### config.mk
export PLATFORM = sky130hd
export DESIGN_NAME = adc_conversion_config_regs
export DESIGN_NICKNAME = d
export VERILOG_FILES = /design/src/adc_cfg_pkg.sv /design/src/adc_conversion_config_regs.sv
export SDC_FILE = /design/constraint.sdc
export NUM_CORES = 1
export LEC_CHECK = 0
export ABC_AREA = 0
export BUFFER_PORTS_ARGS = -buffer_cell sky130_fd_sc_hd__clkbuf_2
export CAP_MARGIN = 25
export CORE_MARGIN = 2
export CORE_UTILIZATION = 41
export CTS_CLUSTER_SIZE = 30
export DETAILED_ROUTE_END_ITERATION = 8
export PLACE_DENSITY = 0.71
export RECOVER_POWER = 100
export SLEW_MARGIN = 5
export SYNTH_ARGS = -nofsm -noshare
export SYNTH_HDL_FRONTEND = slang
export SYNTH_SLANG_ARGS = --single-unit
### constraint.sdc
create_clock -name i_clk_sys -period 2 [get_ports i_clk_sys]
set_input_delay 0.2 -clock i_clk_sys [delete_from_list [all_inputs] [get_ports i_clk_sys]]
set_output_delay 0.2 -clock i_clk_sys [all_outputs]
set_load 0.005 [all_outputs]
### src/adc_cfg_pkg.sv
package adc_cfg_pkg;
	localparam logic [3:0] ADDR_CFG_A = 4'h2;
	localparam logic [3:0] ADDR_CFG_B = 4'h3;
	localparam logic [7:0] RST_CFG_A  = 8'h0c;
	localparam logic [7:0] RST_CFG_B  = 8'h8b;
	localparam int PRE_HI = 7;
	localparam int PRE_LO = 6;
	localparam int OSR_HI = 5;
	localparam int OSR_LO = 2;
	localparam int BIAS_HI = 7;
	localparam int BIAS_LO = 6;
	localparam int GAIN_HI = 5;
	localparam int GAIN_LO = 3;
	localparam int AZ_IN_BIT = 2;
	localparam int REFERENCE_CHOP_ENABLE_BIT = 1;
	localparam logic [1:0] RSV_A_VAL = 2'h0;
	localparam logic       RSV_B_VAL = 1'h1;
	localparam logic [2:0] GAIN_X64 = 3'h7;
	localparam logic [2:0] GAIN_X32 = 3'h6;
	localparam logic [1:0] DGAIN_X1 = 2'h0;
	localparam logic [1:0] DGAIN_X2 = 2'h1;
	localparam logic [1:0] DGAIN_X4 = 2'h2;
endpackage

### src/adc_conversion_config_regs.sv
`timescale 1ns/1ps
`default_nettype none
module adc_conversion_config_regs
(
	// Clock and reset
	input  wire logic       i_clk_sys,
	input  wire logic       i_sys_rst,
	// Register port
	input  wire logic [3:0] i_reg_addr,
	input  wire logic       i_reg_wr,
	input  wire logic [7:0] i_reg_wdata,
	output logic      [7:0] o_reg_rdata,
	// Context from other configuration
	input  wire logic       i_ref_internal_sel,
	input  wire logic       i_continuous_req,
	// Exported settings
	output logic      [1:0] o_analog_clk_div_log2,
	output logic      [3:0] o_oversampling_ratio,
	output logic      [1:0] o_bias_current_select,
	output logic      [2:0] o_analog_gain_code,
	output logic      [1:0] o_digital_gain_shift,
	output logic            o_input_autozero_enable,
	output logic            o_reference_chop_active,
	output logic            o_conv_time_double,
	output logic            o_single_shot_chain
);
	logic [7:0] cfg_a_r;
	logic [7:0] cfg_b_r;
	logic [7:0] rdata_nxt;
	wire        sel_a = (i_reg_addr == adc_cfg_pkg::ADDR_CFG_A);
	wire        sel_b = (i_reg_addr == adc_cfg_pkg::ADDR_CFG_B);
	wire  [2:0] gain_w = cfg_b_r[adc_cfg_pkg::GAIN_HI:adc_cfg_pkg::GAIN_LO];
	wire        az_in_w = cfg_b_r[adc_cfg_pkg::AZ_IN_BIT];
	wire  [2:0] again_w;
	wire  [1:0] dgain_w;
	wire        chop_w;

	// Gain split: codes above 3'h5 (x16) add digital shift
	assign again_w = (gain_w == adc_cfg_pkg::GAIN_X64 ||
		gain_w == adc_cfg_pkg::GAIN_X32) ? 3'h5 : gain_w;
	assign dgain_w = (gain_w == adc_cfg_pkg::GAIN_X64) ?
		adc_cfg_pkg::DGAIN_X4 :
		(gain_w == adc_cfg_pkg::GAIN_X32) ? adc_cfg_pkg::DGAIN_X2 :
		adc_cfg_pkg::DGAIN_X1;
	assign chop_w = cfg_b_r[adc_cfg_pkg::REFERENCE_CHOP_ENABLE_BIT] & i_ref_internal_sel;
	assign rdata_nxt = sel_a ? cfg_a_r : (sel_b ? cfg_b_r : 8'h00);

	always_ff @(posedge i_clk_sys or posedge i_sys_rst)
	begin
		if (i_sys_rst)
		begin
			cfg_a_r <= adc_cfg_pkg::RST_CFG_A;
			cfg_b_r <= adc_cfg_pkg::RST_CFG_B;
		end
		else if (i_reg_wr & sel_a)
			cfg_a_r <= i_reg_wdata;
		else if (i_reg_wr & sel_b)
			cfg_b_r <= i_reg_wdata;
	end

	// Registered outputs, one cycle behind register state
	always_ff @(posedge i_clk_sys or posedge i_sys_rst)
	begin
		if (i_sys_rst)
		begin
			o_reg_rdata             <= 8'h00;
			o_analog_clk_div_log2   <= adc_cfg_pkg::RST_CFG_A[7:6];
			o_oversampling_ratio    <= adc_cfg_pkg::RST_CFG_A[5:2];
			o_bias_current_select   <= adc_cfg_pkg::RST_CFG_B[7:6];
			o_analog_gain_code      <= adc_cfg_pkg::RST_CFG_B[5:3];
			o_digital_gain_shift    <= 2'h0;
			o_input_autozero_enable <= 1'h0;
			o_reference_chop_active <= 1'h0;
			o_conv_time_double      <= 1'h0;
			o_single_shot_chain     <= 1'h0;
		end
		else
		begin
			o_reg_rdata <= rdata_nxt;
			o_analog_clk_div_log2 <=
				cfg_a_r[adc_cfg_pkg::PRE_HI:adc_cfg_pkg::PRE_LO];
			o_oversampling_ratio <=
				cfg_a_r[adc_cfg_pkg::OSR_HI:adc_cfg_pkg::OSR_LO];
			o_bias_current_select <=
				cfg_b_r[adc_cfg_pkg::BIAS_HI:adc_cfg_pkg::BIAS_LO];
			o_analog_gain_code   <= again_w;
			o_digital_gain_shift <= dgain_w;
			o_input_autozero_enable <= az_in_w;
			o_reference_chop_active <= chop_w;
			o_conv_time_double <= az_in_w;
			o_single_shot_chain <= az_in_w & i_continuous_req;
		end
	end

	a_gain_x64_split: assert property (@(posedge i_clk_sys)
		disable iff (i_sys_rst) gain_w == 3'h7 |=> o_digital_gain_shift ==
		2'h2 && o_analog_gain_code == 3'h5)
		else $error("gain 111 split wrong");
	a_gain_x32_split: assert property (@(posedge i_clk_sys)
		disable iff (i_sys_rst) gain_w == 3'h6 |=> o_digital_gain_shift ==
		2'h1 && o_analog_gain_code == 3'h5)
		else $error("gain 110 split wrong");
	a_gain_low_pass: assert property (@(posedge i_clk_sys)
		disable iff (i_sys_rst) gain_w < 3'h6 |=> o_digital_gain_shift ==
		2'h0 && o_analog_gain_code == $past(gain_w))
		else $error("low gain code altered");
	a_cfg_a_write: assert property (@(posedge i_clk_sys)
		disable iff (i_sys_rst) i_reg_wr && i_reg_addr == 4'h2 ##1
		!i_reg_wr && i_reg_addr == 4'h2 |=> o_reg_rdata ==
		$past(i_reg_wdata, 2))
		else $error("config A readback wrong");
	a_cfg_b_write: assert property (@(posedge i_clk_sys)
		disable iff (i_sys_rst) i_reg_wr && i_reg_addr == 4'h3 ##1
		!i_reg_wr && i_reg_addr == 4'h3 |=> o_reg_rdata ==
		$past(i_reg_wdata, 2))
		else $error("config B readback wrong");
	a_chop_ext_ref: assert property (@(posedge i_clk_sys)
		disable iff (i_sys_rst) !i_ref_internal_sel |=>
		!o_reference_chop_active)
		else $error("chop active on external ref");
	a_conv_double: assert property (@(posedge i_clk_sys)
		disable iff (i_sys_rst) 1'b1 |=> o_conv_time_double ==
		$past(cfg_b_r[2]))
		else $error("conversion time flag wrong");
	a_single_chain: assert property (@(posedge i_clk_sys)
		disable iff (i_sys_rst) cfg_b_r[2] && i_continuous_req |=>
		o_single_shot_chain)
		else $error("continuous not replaced");
	a_prescale_out: assert property (@(posedge i_clk_sys)
		disable iff (i_sys_rst) $rose(i_reg_wr) && i_reg_addr == 4'h2
		##1 !i_reg_wr [*2] |-> o_analog_clk_div_log2 ==
		$past(i_reg_wdata[7:6], 2))
		else $error("prescaler not exported");

	a_osr_export: assert property (@(posedge i_clk_sys)
		disable iff (i_sys_rst) 1'b1 |=> o_oversampling_ratio ==
		$past(cfg_a_r[5:2]))
		else $error("oversampling not exported");
	a_bias_export: assert property (@(posedge i_clk_sys)
		disable iff (i_sys_rst) 1'b1 |=> o_bias_current_select ==
		$past(cfg_b_r[7:6]))
		else $error("bias not exported");
	a_azin_export: assert property (@(posedge i_clk_sys)
		disable iff (i_sys_rst) 1'b1 |=> o_input_autozero_enable ==
		$past(cfg_b_r[2]))
		else $error("input autozero not exported");
	a_div_export: assert property (@(posedge i_clk_sys)
		disable iff (i_sys_rst) 1'b1 |=> o_analog_clk_div_log2 ==
		$past(cfg_a_r[7:6]))
		else $error("divider not exported");
	a_chop_int_ref: assert property (@(posedge i_clk_sys)
		disable iff (i_sys_rst) i_ref_internal_sel && cfg_b_r[1] |=>
		o_reference_chop_active)
		else $error("chop missing on internal ref");
	a_chop_off: assert property (@(posedge i_clk_sys)
		disable iff (i_sys_rst) !cfg_b_r[1] |=>
		!o_reference_chop_active)
		else $error("chop active while disabled");
	a_chain_off: assert property (@(posedge i_clk_sys)
		disable iff (i_sys_rst) !cfg_b_r[2] |=>
		!o_single_shot_chain)
		else $error("single shots without autozero");
	a_chain_no_cont: assert property (@(posedge i_clk_sys)
		disable iff (i_sys_rst) !i_continuous_req |=>
		!o_single_shot_chain)
		else $error("single shots without request");
	a_conv_single: assert property (@(posedge i_clk_sys)
		disable iff (i_sys_rst) !cfg_b_r[2] |=>
		!o_conv_time_double)
		else $error("time doubled without autozero");
	a_read_a: assert property (@(posedge i_clk_sys)
		disable iff (i_sys_rst) i_reg_addr == 4'h2 |=>
		o_reg_rdata == $past(cfg_a_r))
		else $error("config A read wrong");
	a_read_b: assert property (@(posedge i_clk_sys)
		disable iff (i_sys_rst) i_reg_addr == 4'h3 |=>
		o_reg_rdata == $past(cfg_b_r))
		else $error("config B read wrong");
	a_read_unmapped: assert property (@(posedge i_clk_sys)
		disable iff (i_sys_rst) i_reg_addr != 4'h2 && i_reg_addr != 4'h3
		|=> o_reg_rdata == 8'h00)
		else $error("unmapped read not zero");
	a_write_a_lands: assert property (@(posedge i_clk_sys)
		disable iff (i_sys_rst) i_reg_wr && i_reg_addr == 4'h2 |=>
		cfg_a_r == $past(i_reg_wdata))
		else $error("config A write lost");
	a_write_b_lands: assert property (@(posedge i_clk_sys)
		disable iff (i_sys_rst) i_reg_wr && i_reg_addr == 4'h3 |=>
		cfg_b_r == $past(i_reg_wdata))
		else $error("config B write lost");
	a_hold_a: assert property (@(posedge i_clk_sys)
		disable iff (i_sys_rst) !(i_reg_wr && i_reg_addr == 4'h2) |=>
		cfg_a_r == $past(cfg_a_r))
		else $error("config A changed unasked");
	a_hold_b: assert property (@(posedge i_clk_sys)
		disable iff (i_sys_rst) !(i_reg_wr && i_reg_addr == 4'h3) |=>
		cfg_b_r == $past(cfg_b_r))
		else $error("config B changed unasked");
	a_gain_cap: assert property (@(posedge i_clk_sys)
		disable iff (i_sys_rst) 1'b1 |=>
		o_analog_gain_code <= 3'h5)
		else $error("analog gain above x16");
	a_gain_unity: assert property (@(posedge i_clk_sys)
		disable iff (i_sys_rst) gain_w == 3'h1 |=> o_analog_gain_code ==
		3'h1 && o_digital_gain_shift == 2'h0)
		else $error("unity gain wrong");
	a_gain_third: assert property (@(posedge i_clk_sys)
		disable iff (i_sys_rst) gain_w == 3'h0 |=> o_analog_gain_code ==
		3'h0 && o_digital_gain_shift == 2'h0)
		else $error("one third gain wrong");
	a_gain_x16: assert property (@(posedge i_clk_sys)
		disable iff (i_sys_rst) gain_w == 3'h5 |=> o_analog_gain_code ==
		3'h5 && o_digital_gain_shift == 2'h0)
		else $error("x16 gain wrong");
	a_shift_x4_only: assert property (@(posedge i_clk_sys)
		disable iff (i_sys_rst) o_digital_gain_shift == 2'h2 |->
		$past(gain_w) == 3'h7)
		else $error("x4 shift without code 111");
	a_shift_x2_only: assert property (@(posedge i_clk_sys)
		disable iff (i_sys_rst) o_digital_gain_shift == 2'h1 |->
		$past(gain_w) == 3'h6)
		else $error("x2 shift without code 110");
	a_rst_bias: assert property (@(posedge i_clk_sys)
		disable iff (i_sys_rst) $past(i_sys_rst) |->
		cfg_b_r[7:6] == 2'h2)
		else $error("bias reset value wrong");
	a_rst_gain: assert property (@(posedge i_clk_sys)
		disable iff (i_sys_rst) $past(i_sys_rst) |->
		cfg_b_r[5:3] == 3'h1)
		else $error("gain reset value wrong");
	a_rst_autozero: assert property (@(posedge i_clk_sys)
		disable iff (i_sys_rst) $past(i_sys_rst) |->
		!cfg_b_r[2])
		else $error("input autozero reset wrong");
	a_rst_ref_chop: assert property (@(posedge i_clk_sys)
		disable iff (i_sys_rst) $past(i_sys_rst) |->
		cfg_b_r[1])
		else $error("reference chop reset wrong");
	a_rst_prescale: assert property (@(posedge i_clk_sys)
		disable iff (i_sys_rst) $past(i_sys_rst) |->
		cfg_a_r[7:6] == 2'h0)
		else $error("prescaler reset wrong");
	a_rst_osr: assert property (@(posedge i_clk_sys)
		disable iff (i_sys_rst) $past(i_sys_rst) |->
		cfg_a_r[5:2] == 4'h3)
		else $error("oversampling reset wrong");
endmodule
`default_nettype wire

# == Word-level counts from Yosys, hierarchy flattened ==
# Index checks and enable logic that the tools add are counted.
# Widths: inputs -> output; s select.
# word_totals
ff_bits,40
in_bits,17
wordCells,27
# classes
n_eq_ne,4
muxes,5
bitwise_logic,5
n_reduce_logical,2
# op_table
op,n
$mux 8,2
$eq 4x2->1 const B,2
$eq 3x3->1 const B,2
$and 1x1->1,4
$mux 3,1
$mux 2,1
$reduce_and 2->1,1
$logic_or 1x1->1,1
$mux 1,1
$not 1->1,1

# == Depth between registers and ports, before layout ==
# Gate-level depths: netlist of run 1.
# depth
ltp_word,4
mapped_depth,5
depth_no_buf,3

# == Worst setup path after synthesis of run 1 ==
# No wires, ideal clock.
# synth_path
path_type,input to register
from,in i_reg_addr[3]
to,reg cfg_a_r[0]
arrival_time_ns,1.428
required_ns,1.875
path_slack_ns,0.448
path_stages,4
cell_sequence,or3b_1 > buf_6 > nor3b_4 > mux2_2
# synth_via
elab_chain_len,2
# synth_rtl
item,line,text
start: declaration,adc_conversion_config_regs.sv:9,"input wire logic [3:0] i_reg_addr,"
$eq 4x2->1,adc_conversion_config_regs.sv:30,wire sel_a = (i_reg_addr == adc_cfg_pkg::ADDR_CFG_A);
$and 1x1->1,adc_conversion_config_regs.sv:55,else if (i_reg_wr & sel_a)
end signal: assignment,adc_conversion_config_regs.sv:52,cfg_a_r <= adc_cfg_pkg::RST_CFG_A;
end signal: assignment,adc_conversion_config_regs.sv:56,cfg_a_r <= i_reg_wdata;
end: declaration,adc_conversion_config_regs.sv:27,logic [7:0] cfg_a_r;
# Every way passes these cells.
# A chain may end at the register's enable or synchronous reset.

# == Worst setup path in the final report of run 1 ==
# layout_path
from,in i_reg_addr[3]
to,reg cfg_a_r[7]
# Same word-level chain as after synthesis.

==> impl_results.md, run 1 <==
* Slew margin rel. at a little under two fifths
* Pins over their slew limit at 0
* Leakage at between 0.8 and 0.9 nW
* DIE HEIGHT at 62.98 um
* Pwr dens at around 1100 nW/um^2
* Critical path class: primary input to flip-flop
* Final Hold Viols at 0
* Crit path required time at 2.23 ns
* Via density at approximately 4.5
* CTS Buf Count at 5
* Total track usage at 13.51%
* Largest net degree at the start of global routing at ~40
* Wirelength, routed at between 2 and 2.5 mm
* DIE AREA at between 3000 and 4000 sq um
* Skew-Pair Late Insertion Delay at ~0.34 ns
* CTS resizes at 0
* Clk pin slew, worst setup/hold paths at approximately 0.10 ns
* Hold-fix buffers at CTS at 1
* EDFF count, synth at 0
* Post-Syn Instances at approximately 90
* Initial DRC count at 11
* Post-DP HPWL at around 1.7 mm
* Max Freq at around 660 MHz
* Area fraction of the dominant cell type after synthesis at 52.63%
* Async SR Flop Fraction at 100.0%
* Row cnt at 21
* Hold slack at about 0.077 ns
* Final nets at roughly 150
* Sequential share of the synthesized area at 71.05%
* Worst clock skew at about 0.0038 ns
* Final setup viols at 0
* RSZ-0062 raised after global routing: false
* WP data arrival at about 1.7 ns
* Core area at approximately 3300 sq um
* Post-synth top cells: 30 x dfrtp_1, 15 x mux2_2, 10 x dfstp_2, 9 x nor2_1, 8 x mux2i_1
* # IOs at between 40 and 50
* Longest Clk Path Bufs at 2
* Diode count at 0
* DR WL/cell at 13.03 um
* Crit end category: flip-flop
* Syn Nets at 106
* DR pass1 iterations at 3
* CTS tree: yes
* Area leader, netlist: dfrtp_1
* DRC at 0
* Tmin final at about 1.5 ns
* Main synth FF type: dfrtp_1
* Worst VDD drop at 563.8 uV
* Most common cell in the netlist: dfrtp_1
* Global-route wire length before repair at 3.981 mm
* Htree depth at 2
* Via Count at between 800 and 900
* Die Span X at about 63 um
* Initial core utilization at a little over two fifths
* Synthesized flop and latch total at 40
* IO Port Bufs at between 40 and 50
* Initial antenna violation count at 0
* Clk sinks at 40
* Mean area per synthesized cell at between 15 and 20 sq um
* Setup Buffers After CTS at 0
* Post-route ant nets at 0
* Worst-Margin Slew at a little over 0.9 ns
* Crit start category: primary input
* Setup TNS at 0 ns
* Yosys warns at 0
* Area contributors post-synth: dfrtp_1 53%, dfstp_2 18%, mux2_2 12%
* Grt ovf at 0
* Tcrit/Tclk final at 75.78%
* Share of cells above drive strength 1 at roughly 43%
* Vias in the first global route at around 860
* Critical-path maximum fanout at 8
* Yosys cell types at 19
* Status: finished clean
* Final RePlAce weighted congestion at 0.7105
* Hold WC Path Type: primary input to flip-flop
* Area Growth Syn to Fin at 20.53%
* Cell Area, Synth at around 1400 sq um
* Root buffer cell: clkbuf_4
* Max-cap violation count at 0
-- per-stage QoR --
stage,util [%],total power [mW],setup WS (ns),std cells,cell area (sq um)
CTS,52.49,1.876,0.6241,182,1752
finish,51.52,1.824,0.4844,182,1719
global placement,49.91,1.346,0.3054,173,1665
detailed placement,49.91,1.363,0.2363,173,1665
global route,51.52,1.933,0.4244,182,1719
floorplan,-,1.230,0.4477,89,1426
-- placed cells by master (no fill, tap or decap), drive strengths merged --
master,count
or2,1
dfstp,10
nor2b,1
mux2,16
dlygate4sd3,1
nor2,9
dfrtp,30
inv,1
or3b,1
mux2i,8
and3,1
nor3b,1
nand2,2
clkinv,1
clkbuf,49
bufinv,1
and2,2
nand2b,1
-- area by class of cell --
class | instances | area, sq um
sequential | 40 | 1013
clock buffer | 6 | 41.29
timing repair buffer | 44 | 207.7
tap | 46 | 57.56
inverter | 1 | 3.754
multi-input combinational | 43 | 360.3
fill | 314 | 1618
clock inverter | 2 | 35.03
-- logic make-up after synthesis --
logic type,synth area share (%)
flip-flops,71.05
AND/OR/NAND/NOR,7.457
multiplexers,18.51
buffers and inverters,2.982
-- worst max-delay path, stage by stage --
cell	delay, ns
clkbuf_2	0.08
or3b_1	0.48
nor3b_2	0.58
mux2_2	0.40
-- layer usage --
| layer | GRT usage (%) | wire length (um) | vias to the layer above |
|---|---|---|---|
| met5 | 0 | 0 | - |
| met4 | 6.667 | 35 | 0 |
| met3 | 5.405 | 143 | 5 |
| li1 | - | - | 383 |
| met2 | 21.68 | 1188 | 28 |
| met1 | 15.65 | 1005 | 395 |
-- flip-flops by register name, summed over array words and instances, names as in the netlist --
name                     cells
o_single_shot_chain          1
o_conv_time_double           1
o_bias_current_select        2
cfg_a_r                      8
o_digital_gain_shift         2
o_reference_chop_active      1
o_analog_clk_div_log2        2
o_analog_gain_code           3
cfg_b_r                      8
o_reg_rdata                  8
o_oversampling_ratio         4
-- report_power, final --
part	total, mW	switching (mW)	internal, mW
Clock	0.505	0.243	0.262
Combinational	0.250	0.107	0.143
Sequential	1.07	0.0837	0.985
-- path summary, 6_finish.rpt --
| check | start | end | slack (ns) | depth (start not counted) |
|---|---|---|---|---|
| min in group asynchronous | i_sys_rst | cfg_b_r[6] | 0.67 | 4 |
| hold reg to reg | cfg_a_r[2] | o_oversampling_ratio[0] | 0.39 | 0 |
| max in group asynchronous | i_sys_rst | o_reg_rdata[7] | 0.76 | 4 |
| setup / recovery | i_reg_addr[3] | cfg_a_r[7] | 0.48 | 4 |
| setup reg to reg | cfg_b_r[3] | o_reg_rdata[3] | 1.15 | 2 |
| hold / removal | i_ref_internal_sel | o_reference_chop_active | 0.08 | 2 |
No activity file was read; power rests on OpenSTA's default activity.
==> inputs of run 2 (changes only) <==
Settings changed: PLACE_DENSITY 0.71 to 0.73.
Clock period 2 ns to 1.3 ns, I/O delays scaled along.
==> run 2 against run 1 <==
  * Clock power increased by 56%
  * Cell count increased by 3.8%
  * Hold slack got worse by 0.043 ns
  * Sequential power increased by 53%
  * First-iteration DRC count decreased by 73%
  * Via count increased by 2.1%
  * Utilization increased by 2.1 points
==> impl_results.md, run 2 (synthesis gave the netlist of run 1 again) <==
* Die Span X at 62.98 um (unchanged)
* Initial antenna violation count at 0 (unchanged)
* Multi-input logic area at 355.3 sq um (-1.4%)
* Pint at 2.153 mW (+55%)
* Hold slack at 0.03394 ns (-0.04302 ns)
* Via density at 4.381 (-1.7%)
* Longest Clk Path Bufs at 2 (unchanged)
* Area Growth Syn to Fin at 25.53%
* Switching power at 0.6780 mW (+56%)
* RSZ-0062 raised after global routing: false
* Core area at 3337 sq um (unchanged)
* Crit end category: flip-flop
* Worst-Margin Slew at 0.5226 ns (-0.4110 ns)
* Leakage at 0.8925 nW (+6.9%)
* Max Freq at 821.9 MHz
* Layout fillers at 314 (unchanged)
* DR WL met3 at 172 um (+20%)
* Top sig layer: met4
* Tcrit/Tclk final at 93.59%
* Storage element area at 1013 sq um (unchanged)
* Critical path class: primary input to flip-flop
* Setup WS post-layout at 0.08329 ns (-0.4011 ns)
* Hold WC Path Type: primary input to flip-flop
* Pins over their slew limit at 0 (unchanged)
* Diode count at 0 (unchanged)
* Post-route ant nets at 0 (unchanged)
* Critical-path maximum fanout at 4 (-4)
* Grt ovf at 0 (unchanged)
* Htree depth at 2 (unchanged)
* Seq pwr share at 58.0% (-0.6 points)
* IO Port Bufs at 41 (unchanged)
* CTS tree: yes
* DIE AREA at 3966 sq um (unchanged)
* Slew margin rel. at 65.16% (+27 points)
* Initial core utilization at 42.74% (unchanged)
* Wirelength, routed at 2.337 mm (-1.5%)
* Max-cap violation count at 0 (unchanged)
* Final Hold Viols at 0 (unchanged)
* WL met1 at 973 um (-3.2%)
* Most frequent cells in the layout: 35 x clkbuf_2, 30 x dfrtp_1, 15 x mux2_2
* Row cnt at 21 (unchanged)
* Tmin final at 1.217 ns
* # IOs at 42 (unchanged)
* Post-DP HPWL at 1.695 mm (+1.3%)
* Place WS at -0.2692 ns (-0.5055 ns)
* WP data arrival at 1.45 ns (-0.29 ns)
* CTS resizes at 0 (unchanged)
* Status: finished clean
* Final instance area at 1790 sq um (+4.1%)
* DP Area at 1703 sq um (+2.3%)
* Via Count at 828 (+2.1%)
* Initial DRC count at 3 (-8)
* Skew-Pair Late Insertion Delay at 0.34 ns (about the same)
* Clk pin slew, worst setup/hold paths at 0.11 ns (about the same)
* DR WL met2 at 1.148 mm (-3.4%)
* PnR Total Power at 2.831 mW (+55%)
* DR WL/cell at 12.37 um (-5.1%)
* Clk sinks at 40 (unchanged)
* Crit path required time at 1.53 ns (-0.70 ns)
* Logic gate share of total power at 14.2% (+0.5 points)
* Final setup viols at 0 (unchanged)
* Largest net degree at the start of global routing at 41 (unchanged)
* Pwr dens at 1581 nW/um^2 (+49%)
* Setup Buffers After CTS at 0 (unchanged)
* Vias in the first global route at 830 (-3.8%)
* DR pass1 iterations at 4 (+1)
* Commonest non-fill, non-tap cell in the layout: clkbuf_2
* Top Registers: cfg_a_r x8, cfg_b_r x8, o_reg_rdata x8
* DIE HEIGHT at 62.98 um (unchanged)
* Hold-fix buffers at CTS at 2 (+1)
* Worst clock skew at 0.004765 ns (+0.0009867 ns)
* Crit start category: primary input
* Sw Ratio at 23.95% (+0.17 points)
* Root buffer cell: clkbuf_4
* Final RePlAce weighted congestion at 0.6576 (-7.4%)
* DRC at 0 (unchanged)
* Final nets at 159 (+4.6%)
* Clock power frac at 27.8% (about the same)
* Share of cells above drive strength 1 at 48.95% (+6.3 points)
* Worst VDD drop at 839.4 uV (+49%)
* Global-route wire length before repair at 3.919 mm (-1.6%)
* Total track usage at 13.08% (-0.43 points)
* CTS Buf Count at 5 (unchanged)
run 2: worst paths after layout:
path,start,to,slack (ns),depth (start not counted)
min,i_reg_wdata[7],cfg_a_r[7],0.03,2
min reg2reg,cfg_a_r[2],o_oversampling_ratio[0],0.39,0
max,i_reg_addr[3],cfg_a_r[6],0.08,5
max in group asynchronous,i_sys_rst,o_bias_current_select[1],0.47,4
min in group asynchronous,i_sys_rst,o_single_shot_chain,0.46,4
max reg2reg,cfg_b_r[5],cfg_b_r[5],0.43,1
run 2: per-layer routing:
metal	track usage, %	vias up
li1	-	397
met1	15.66	397
met2	20.61	30
met3	5.405	4
met4	5.833	0
met5	0	-
run 2: area by class of cell:
cell class / count / area share [%]
Inverter: 1 / 0.2096
Timing Repair Buffer: 51 / 15.65
Sequential cell: 40 / 56.60
Clock buffer: 5 / 2.096
Multi-Input combinational cell: 43 / 19.85
Clock inverter: 3 / 2.376
Tap cell: 46 / 3.215
run 2: power groups by stage:
stage	clock network, mW	logic (mW)	registers [mW]
6_report	0.788	0.402	1.64
2_1_floorplan	0	0.228	1.66
4_1_cts	0.820	0.425	1.66
3_5_place_dp	0	0.418	1.68
3_3_place_gp	0	0.406	1.67
5_1_grt	0.877	0.441	1.67
run 2: worst max-delay path, cell delays in order:
cell,delay [ns]
clkbuf_2,0.08
or3b_1,0.44
nor3b_1,0.28
buf_4,0.19
mux2_2,0.33
run 2: stage by stage:
stage | util (%) | TNS (ns) | std cells
2_1_floorplan | - | -1.703 | 89
6_report | 53.66 | 0 | 189
3_5_place_dp | 51.03 | -3.488 | 178
5_1_grt | 53.66 | 0 | 189
4_1_cts | 54.03 | 0 | 188
3_3_place_gp | 51.03 | -2.470 | 178
